$ cat src/logic/alarm_event_pkg.sv
// constants, types and register map of the per-line alarm event block
package alarm_event_pkg;

	// register indices, byte address is four times the index
	localparam logic [7:0] IDX_ALARM_STATUS = 8'hB9;
	localparam logic [7:0] IDX_ALARM_IRQ_EN = 8'hBA;
	localparam logic [7:0] IDX_ALARM_FLAGS  = 8'hBB;
	localparam logic [7:0] IDX_CRITERIA     = 8'hBC;
	localparam logic [7:0] IDX_UPDATE_CTRL  = 8'hC2;
	localparam logic [7:0] IDX_OVF_EN_A     = 8'hC3;
	localparam logic [7:0] IDX_OVF_EN_B     = 8'hC4;
	localparam logic [7:0] IDX_OVF_FLAGS_A  = 8'hC5;
	localparam logic [7:0] IDX_OVF_FLAGS_B  = 8'hC6;

	// alarm bit positions
	localparam int BIT_RED      = 0;
	localparam int BIT_REMOTE   = 1;
	localparam int BIT_ALL_ONES = 2;
	localparam int BIT_REM_MF   = 3;
	localparam int BIT_TS16_AO  = 4;
	localparam int BIT_TS16_LOS = 5;
	// criteria, update control and line code overflow bit positions
	localparam int BIT_ALL_ONES_SEL = 1;
	localparam int BIT_REMOTE_SEL   = 0;
	localparam int BIT_MANUAL       = 1;
	localparam int BIT_AUTO         = 0;
	localparam int BIT_LCV          = 0;

	localparam int ALARM_BITS = 6;
	localparam int OVF_BITS   = 8;

	localparam logic [5:0] ALARM_RESET = 6'h00;
	localparam logic [7:0] OVF_RESET   = 8'h00;

	// timing
	localparam int unsigned CLK_MHZ            = 125;
	localparam int unsigned RED_PERSIST_MS     = 100;
	localparam int unsigned RED_PERSIST_CYCLES = RED_PERSIST_MS * CLK_MHZ * 1000;
	localparam int unsigned SNAP_PERIOD_S      = 1;
	localparam int unsigned SNAP_PERIOD_CYCLES = SNAP_PERIOD_S * CLK_MHZ * 1000000;
	localparam int          RED_CNT_W          = 24;
	localparam int          SEC_CNT_W          = 27;

	// all-ones and remote alarm criteria
	localparam int unsigned AIS_WINDOW_BITS = 512;
	localparam logic [8:0]  AIS_WIN_LAST    = 9'(AIS_WINDOW_BITS - 1);
	localparam logic [1:0]  AIS_FEW_ZEROS   = 2'h3;
	localparam logic [2:0]  REMOTE_ONES     = 3'h4;

	typedef struct packed {
		logic        psel;
		logic        penable;
		logic        pwrite;
		logic [11:0] paddr;
		logic [31:0] pwdata;
	} apb_req_type;

	typedef struct packed {
		logic [31:0] prdata;
		logic        pready;
		logic        pslverr;
	} apb_rsp_type;

	typedef struct packed {
		logic       in_frame_align;
		logic       ts_sixteen_loss_state;
		logic       ts_sixteen_ais_state;
		logic       remote_mf_alarm_state;
		logic       line_bit_valid;
		logic       line_bit;
		logic       a_bit_valid;
		logic       a_bit;
		logic [7:0] ovf_event;
		logic       lcv_ovf_event;
	} framer_in_type;

	typedef struct packed {
		logic [5:0]           alarm_irq_en;
		logic [5:0]           alarm_change_flags;
		logic [5:0]           alarm_prev;
		logic                 all_ones_criterion_sel;
		logic                 remote_alarm_criterion_sel;
		logic                 manual_counter_snapshot;
		logic                 auto_counter_snapshot_en;
		logic [7:0]           ovf_irq_en;
		logic                 line_code_viol_ovf_irq_en;
		logic [7:0]           ovf_flags;
		logic                 line_code_viol_ovf_flag;
		logic                 red_alarm_state;
		logic                 all_ones_alarm_state;
		logic                 remote_alarm_state;
		logic [RED_CNT_W-1:0] red_cnt;
		logic [SEC_CNT_W-1:0] sec_cnt;
		logic [8:0]           win_cnt;
		logic [1:0]           zero_cnt;
		logic                 prev_few;
		logic                 prev_many;
		logic [2:0]           a_ones;
		logic                 snapshot;
		logic [31:0]          prdata;
	} state_type;

endpackage : alarm_event_pkg

$ cat src/logic/e1_alarm_event_ctrl.sv
// per-line alarm change, overflow and counter snapshot logic with apb registers
//
// Implementation choice: the APB register port.
`timescale 1ns/1ps
module e1_alarm_event_ctrl #(
	parameter int unsigned RED_CYCLES  = alarm_event_pkg::RED_PERSIST_CYCLES,
	parameter int unsigned SNAP_CYCLES = alarm_event_pkg::SNAP_PERIOD_CYCLES
) (
	input  wire logic                          CLK_I,
	input  wire logic                          SYS_RST_I,
	input  wire alarm_event_pkg::apb_req_type   APB_I,
	output      alarm_event_pkg::apb_rsp_type   APB_O,
	input  wire alarm_event_pkg::framer_in_type FRAMER_I,
	output logic                                INT_N_O,
	output logic                                SNAPSHOT_O
);
	import alarm_event_pkg::*;

	state_type   st_reg;
	state_type   st_next;
	logic        access;
	logic        setup;
	logic        hit;
	logic        wr;
	logic [7:0]  idx;
	logic [31:0] rd_val;
	logic [5:0]  alarm_now;
	logic [5:0]  alarm_chg;
	logic [5:0]  alarm_clr;
	logic [7:0]  ovf_clr;
	logic        lcv_clr;
	logic        win_end;
	logic [1:0]  zsum;
	logic        few;
	logic [2:0]  ones_next;
	logic        manual_rise;
	logic        auto_tick;
	logic        red_pending;
	logic        any_pending;

	// bus decode
	assign access = APB_I.psel & APB_I.penable;
	assign setup  = APB_I.psel & ~APB_I.penable;
	assign idx    = APB_I.paddr[9:2];
	assign hit    = (APB_I.paddr[11:10] == 2'h0) && (APB_I.paddr[1:0] == 2'h0) &&
		(idx inside {IDX_ALARM_STATUS, IDX_ALARM_IRQ_EN, IDX_ALARM_FLAGS, IDX_CRITERIA,
		IDX_UPDATE_CTRL, IDX_OVF_EN_A, IDX_OVF_EN_B, IDX_OVF_FLAGS_A, IDX_OVF_FLAGS_B});
	assign wr     = access & APB_I.pwrite & hit;

	// write-one clear masks
	assign alarm_clr = (wr && idx == IDX_ALARM_FLAGS) ? APB_I.pwdata[5:0] : 6'h00;
	assign ovf_clr   = (wr && idx == IDX_OVF_FLAGS_A) ? APB_I.pwdata[7:0] : 8'h00;
	assign lcv_clr   = wr && idx == IDX_OVF_FLAGS_B && APB_I.pwdata[BIT_LCV];

	// current alarm states
	assign alarm_now = {FRAMER_I.ts_sixteen_loss_state, FRAMER_I.ts_sixteen_ais_state,
		FRAMER_I.remote_mf_alarm_state, st_reg.all_ones_alarm_state,
		st_reg.remote_alarm_state, st_reg.red_alarm_state};
	assign alarm_chg = alarm_now ^ st_reg.alarm_prev;

	// zero counting over fixed windows
	assign win_end = FRAMER_I.line_bit_valid && st_reg.win_cnt == AIS_WIN_LAST;
	assign zsum    = (st_reg.zero_cnt == 2'h3 || FRAMER_I.line_bit) ? st_reg.zero_cnt :
		st_reg.zero_cnt + 2'h1;
	assign few     = zsum < AIS_FEW_ZEROS;

	// consecutive ones of the a bit
	assign ones_next = (st_reg.a_ones == REMOTE_ONES) ? st_reg.a_ones : st_reg.a_ones + 3'h1;

	// snapshot triggers
	assign manual_rise = wr && idx == IDX_UPDATE_CTRL && APB_I.pwdata[BIT_MANUAL] &&
		!st_reg.manual_counter_snapshot;
	assign auto_tick   = st_reg.auto_counter_snapshot_en &&
		st_reg.sec_cnt == SEC_CNT_W'(SNAP_CYCLES - 1);

	// alignment disagrees with red state
	assign red_pending = FRAMER_I.in_frame_align == st_reg.red_alarm_state;

	// read mux
	always_comb begin
		rd_val = 32'h0000_0000;
		case (idx)
			IDX_ALARM_STATUS: rd_val[5:0] = alarm_now;
			IDX_ALARM_IRQ_EN: rd_val[5:0] = st_reg.alarm_irq_en;
			IDX_ALARM_FLAGS:  rd_val[5:0] = st_reg.alarm_change_flags;
			IDX_CRITERIA: begin
				rd_val[BIT_ALL_ONES_SEL] = st_reg.all_ones_criterion_sel;
				rd_val[BIT_REMOTE_SEL]   = st_reg.remote_alarm_criterion_sel;
			end
			IDX_UPDATE_CTRL: begin
				rd_val[BIT_MANUAL] = st_reg.manual_counter_snapshot;
				rd_val[BIT_AUTO]   = st_reg.auto_counter_snapshot_en;
			end
			IDX_OVF_EN_A:    rd_val[7:0]     = st_reg.ovf_irq_en;
			IDX_OVF_EN_B:    rd_val[BIT_LCV] = st_reg.line_code_viol_ovf_irq_en;
			IDX_OVF_FLAGS_A: rd_val[7:0]     = st_reg.ovf_flags;
			IDX_OVF_FLAGS_B: rd_val[BIT_LCV] = st_reg.line_code_viol_ovf_flag;
			default:         rd_val          = 32'h0000_0000;
		endcase
		if (!hit) begin
			rd_val = 32'h0000_0000;
		end
	end

	// next state
	always_comb begin
		st_next = st_reg;
		if (setup) begin
			st_next.prdata = rd_val;
		end
		if (wr) begin
			case (idx)
				IDX_ALARM_IRQ_EN: st_next.alarm_irq_en = APB_I.pwdata[5:0];
				IDX_CRITERIA: begin
					st_next.all_ones_criterion_sel     = APB_I.pwdata[BIT_ALL_ONES_SEL];
					st_next.remote_alarm_criterion_sel = APB_I.pwdata[BIT_REMOTE_SEL];
				end
				IDX_UPDATE_CTRL: begin
					st_next.manual_counter_snapshot  = APB_I.pwdata[BIT_MANUAL];
					st_next.auto_counter_snapshot_en = APB_I.pwdata[BIT_AUTO];
				end
				IDX_OVF_EN_A: st_next.ovf_irq_en = APB_I.pwdata[7:0];
				IDX_OVF_EN_B: st_next.line_code_viol_ovf_irq_en = APB_I.pwdata[BIT_LCV];
				default: ;
			endcase
		end

		// sticky flags, set wins over clear
		st_next.alarm_prev         = alarm_now;
		st_next.alarm_change_flags = (st_reg.alarm_change_flags & ~alarm_clr) | alarm_chg;
		st_next.ovf_flags = (st_reg.ovf_flags & ~ovf_clr) | FRAMER_I.ovf_event;
		st_next.line_code_viol_ovf_flag = (st_reg.line_code_viol_ovf_flag & ~lcv_clr) |
			FRAMER_I.lcv_ovf_event;

		// red alarm persistence timer
		if (red_pending) begin
			if (st_reg.red_cnt == RED_CNT_W'(RED_CYCLES - 1)) begin
				st_next.red_alarm_state = ~st_reg.red_alarm_state;
				st_next.red_cnt         = '0;
			end else begin
				st_next.red_cnt = st_reg.red_cnt + 1'b1;
			end
		end else begin
			st_next.red_cnt = '0;
		end

		// all-ones detection per window
		if (FRAMER_I.line_bit_valid) begin
			if (win_end) begin
				st_next.win_cnt   = 9'h000;
				st_next.zero_cnt  = 2'h0;
				st_next.prev_few  = few;
				st_next.prev_many = !few;
				if (st_reg.all_ones_criterion_sel) begin
					if (few && st_reg.prev_few) begin
						st_next.all_ones_alarm_state = 1'b1;
					end else if (!few && st_reg.prev_many) begin
						st_next.all_ones_alarm_state = 1'b0;
					end
				end else begin
					if (few && !FRAMER_I.in_frame_align) begin
						st_next.all_ones_alarm_state = 1'b1;
					end else if (!few) begin
						st_next.all_ones_alarm_state = 1'b0;
					end
				end
			end else begin
				st_next.win_cnt  = st_reg.win_cnt + 9'h001;
				st_next.zero_cnt = zsum;
			end
		end

		// remote alarm from a bits
		if (FRAMER_I.a_bit_valid) begin
			if (!FRAMER_I.a_bit) begin
				st_next.a_ones             = 3'h0;
				st_next.remote_alarm_state = 1'b0;
			end else begin
				st_next.a_ones = ones_next;
				if (st_reg.remote_alarm_criterion_sel) begin
					st_next.remote_alarm_state = 1'b1;
				end else if (ones_next == REMOTE_ONES) begin
					st_next.remote_alarm_state = 1'b1;
				end
			end
		end

		// one second snapshot timer
		if (!st_reg.auto_counter_snapshot_en || auto_tick) begin
			st_next.sec_cnt = '0;
		end else begin
			st_next.sec_cnt = st_reg.sec_cnt + 1'b1;
		end
		st_next.snapshot = manual_rise | auto_tick;
	end

	always_ff @(posedge CLK_I or posedge SYS_RST_I) begin
		if (SYS_RST_I) begin
			st_reg                    <= '0;
			st_reg.alarm_irq_en       <= ALARM_RESET;
			st_reg.alarm_change_flags <= ALARM_RESET;
			st_reg.alarm_prev         <= ALARM_RESET;
			st_reg.ovf_irq_en         <= OVF_RESET;
			st_reg.ovf_flags          <= OVF_RESET;
		end else begin
			st_reg <= st_next;
		end
	end

	// outputs
	assign any_pending = |(st_reg.alarm_change_flags & st_reg.alarm_irq_en) |
		|(st_reg.ovf_flags & st_reg.ovf_irq_en) |
		(st_reg.line_code_viol_ovf_flag & st_reg.line_code_viol_ovf_irq_en);
	assign INT_N_O       = ~any_pending;
	assign SNAPSHOT_O    = st_reg.snapshot;
	assign APB_O.prdata  = st_reg.prdata;
	assign APB_O.pready  = 1'b1;
	assign APB_O.pslverr = access & ~hit;
endmodule : e1_alarm_event_ctrl

$ cat config.mk
export PLATFORM = sky130hd
export DESIGN_NAME = e1_alarm_event_ctrl
export DESIGN_NICKNAME = d
export VERILOG_FILES = /design/src/logic/alarm_event_pkg.sv /design/src/logic/e1_alarm_event_ctrl.sv
export SDC_FILE = /design/constraint.sdc
export NUM_CORES = 1
export LEC_CHECK = 0
export BUFFER_PORTS_ARGS = -buffer_cell sky130_fd_sc_hd__clkbuf_2
export CORE_UTILIZATION = 57
export CTS_CLUSTER_SIZE = 28
export DETAILED_ROUTE_END_ITERATION = 8
export MAX_ROUTING_LAYER = met4
export PLACE_DENSITY_LB_ADDON = 0.05
export SLEW_MARGIN = 15
export SYNTH_ARGS = -nofsm -noshare
export SYNTH_HDL_FRONTEND = slang
export SYNTH_SLANG_ARGS = --single-unit
$ cat constraint.sdc
create_clock -name CLK_I -period 5.34 [get_ports CLK_I]
set_clock_uncertainty 0.05 [all_clocks]
set_input_delay 1.068 -clock CLK_I [delete_from_list [all_inputs] [get_ports CLK_I]]
set_output_delay 1.068 -clock CLK_I [all_outputs]
set_load 0.05 [all_outputs]
==> results.sh <==
export IMPL_fmax_mhz=268
export IMPL_synth_edf_count=0
export IMPL_path_delay_family="buffers and inverters"
export IMPL_rsz0062_at_grt="no"
export IMPL_final_layout_size_suffix_gt1_share_pct=18.4
export IMPL_power_density_mw_per_mm2=321
export IMPL_die_area_sq_mm=0.0113
export IMPL_worst_slack_ns=1.61
export IMPL_diodes=0
export IMPL_dpl_hpwl_um=8480
export IMPL_ys_seq_elements=119
export IMPL_cts_tree="yes"
export IMPL_slowest_stage="clkbuf_2"
export IMPL_setup_tns_ns=0
export IMPL_initial_core_util_pct=59.5
export IMPL_io_pins=102
export IMPL_setup_viol_count_final=0
export IMPL_via_per_inst=5.62
export IMPL_first_iter_violations=247
export IMPL_largest_register_ffs=107
export IMPL_area_growth_pct=11.6
export IMPL_die_w_um=106
export IMPL_fin_util_pct=66.4
export IMPL_pre_cts_slack_ns=1.63
export IMPL_cts_resized_gates=0
export IMPL_finalCritPeriodShare_pct=69.9
export IMPL_status="finished clean"
export IMPL_syn_inst=614
export IMPL_startpoint_type="primary input"
export IMPL_power_leakage_nw=3.10
export IMPL_cp_cell_sequence="clkbuf_2 -> inv_1 -> and3_1 -> nor3_1 -> nor2_1 -> a21oi_1 -> clkbuf_2"
export IMPL_worstSetupPathType="in2out"
export IMPL_clockRootBuffer="clkbuf_8"
export IMPL_synth_ff_type="dfrtp_1"
export IMPL_place_gp_congestion=0.854
export IMPL_drt_pass1_iter_count=6
export IMPL_yosysUniqueCellTypes=54
export IMPL_path_max_fanout=14
export IMPL_grt_max_degree=84
export IMPL_ff2ff_setup_slack_ns=2.99
export IMPL_finalCriticalPeriod_ns=3.73
export IMPL_cp_num_buf_inv=3
export IMPL_ys_async_sr_fraction_pct=100
export IMPL_fp_coreArea_sq_mm=0.0104
export IMPL_cts_sinks=119
export IMPL_synth_area_top_cells="dfrtp_1, xor2_1, mux2_2"
export IMPL_fp_dieH_um=106
export IMPL_min_path_type="reg2reg"
export IMPL_drt_wl_total_um=12200
export IMPL_cpMostUsedCell="clkbuf_2"
export IMPL_maxCapViolations=0
export IMPL_core_rowCount=37
export IMPL_final_cells=806
export IMPL_hold_viol=0
export IMPL_avgSynthCellArea_sq_um=10.1
export IMPL_cts_made_buffers=17
export IMPL_syn_cell_area_sq_mm=0.00620
export IMPL_antenna_found_initial=0
export IMPL_p_total_w=0.00222
export IMPL_grt_pass1_wl_um=20700
export IMPL_io_buffers=52
export IMPL_post_cts_buffers=0
export IMPL_tightest_slew_ns=1.02
export IMPL_slew_headroom_pct=32.0
export IMPL_overflow=0
export IMPL_clk_latency_ns=0.52
export IMPL_netlist_area_leader_share_pct=48.0
export IMPL_htreeDepth=4
export IMPL_max_stage_delay_ns=0.30
export IMPL_dp_cells=774
export IMPL_arrival_ns=2.61
export IMPL_hold_buffers=0
export IMPL_wl_per_cell_um=15.1
export IMPL_worstPathRequired_ns=4.22
export IMPL_clockBufferDepth=2
export IMPL_clk_pin_slew_ns=0.05
export IMPL_yosysWarnings=0
export IMPL_vias=4531
export IMPL_ys_seq_area_share_pct=48.0
export IMPL_synth_top_area_cell="dfrtp_1"
export IMPL_layout_nets=730
export IMPL_cp_end_kind="output port"
export IMPL_drc=0
export IMPL_vdd_drop_max_v=0.000330
export IMPL_grt_pass1_vias=4410
export IMPL_drtAntennaViolNets=0
export IMPL_slew_violations=0
export IMPL_grt_usage_pct=24.1
-- stage by stage --
step / area (sq um) / hold slack [ns]
2_1_floorplan: 6290 / 0.377
3_3_place_gp: 6380 / 0.416
3_5_place_dp: 6380 / 0.419
4_1_cts: 6920 / 0.439
5_1_grt: 6920 / 0.466
6_report: 6920 / 0.429
-- layout make-up --
cell class	count	area, sq um
fillers	849	3500
flip-flops and latches	119	2980
multi-input cells	454	2920
clock buffers	20	435
repair buffers	53	268
well taps	136	170
clock inverters	12	105
inverters	12	47.5
-- per-layer routing --
metal | vias to the layer above | part of all wire (%) | track usage (%)
li1 | 2196 | - | -
met5 | - | 0 | -
met3 | 16 | 4.8 | 5.82
met4 | 0 | 1.2 | 9.03
met1 | 2203 | 47 | 32.1
met2 | 116 | 47 | 36.0
-- report_power, final --
group          leakage (nW)  switching (W)  internal (W)
combinational          1.30       0.000151     0.0000747
sequential             1.55      0.0000373      0.000943
clock                 0.253       0.000394      0.000625
total                  3.10       0.000582       0.00164
-- cell families after synthesis --
| kind of cell | after synthesis | share of synthesized area, % |
|---|---|---|
| other | 2 | 0.121 |
| DFF | 119 | 48.0 |
| AOI/OAI and AO/OA | 90 | 9.85 |
| adders and majority gates | 7 | 1.41 |
| xor gates and xnor gates | 56 | 7.91 |
| muxes | 27 | 4.88 |
| buffers and inverters | 64 | 6.32 |
| and+or+nand+nor | 249 | 21.5 |
-- cell usage in the layout (no fill, tap or decap), types with 7 or more instances in the layout --
master	count
a21oi_1	11
dfrtp_1	119
mux2_2	26
a21o_1	16
a22oi_1	20
ha_1	7
inv_1	11
and3_1	20
xnor2_1	12
nor2_1	69
conb_1	25
nand3_1	34
nand2_1	50
o21ai_0	21
clkbuf_16	16
nand4_1	18
clkbuf_2	52
nor3_1	11
xor2_1	44
-- final timing paths --
| path | from | end | depth (start not counted) |
|---|---|---|---|
| max reg2reg | st_reg[58] | st_reg[71] | 5 |
| max in group asynchronous | SYS_RST_I | APB_O[9] | 3 |
| min | alarm_now[1] | st_reg[126] | 0 |
| min reg2reg | alarm_now[1] | st_reg[126] | 0 |
| min in group asynchronous | SYS_RST_I | st_reg[52] | 2 |
| max | APB_I[34] | APB_O[0] | 7 |
-- cells in the mapped netlist, drive strengths merged, types with 9 or more instances --
library cell  instances
dfrtp               119
nor2                 70
nand2                51
buf                  45
xor2                 44
nand3                34
mux2                 26
o21ai                21
a22oi                20
and3                 20
nand4                19
a21o                 16
inv                  12
nor3                 12
xnor2                12
a21oi                11
nor4                  9
Power figures use the tool's default switching activity.
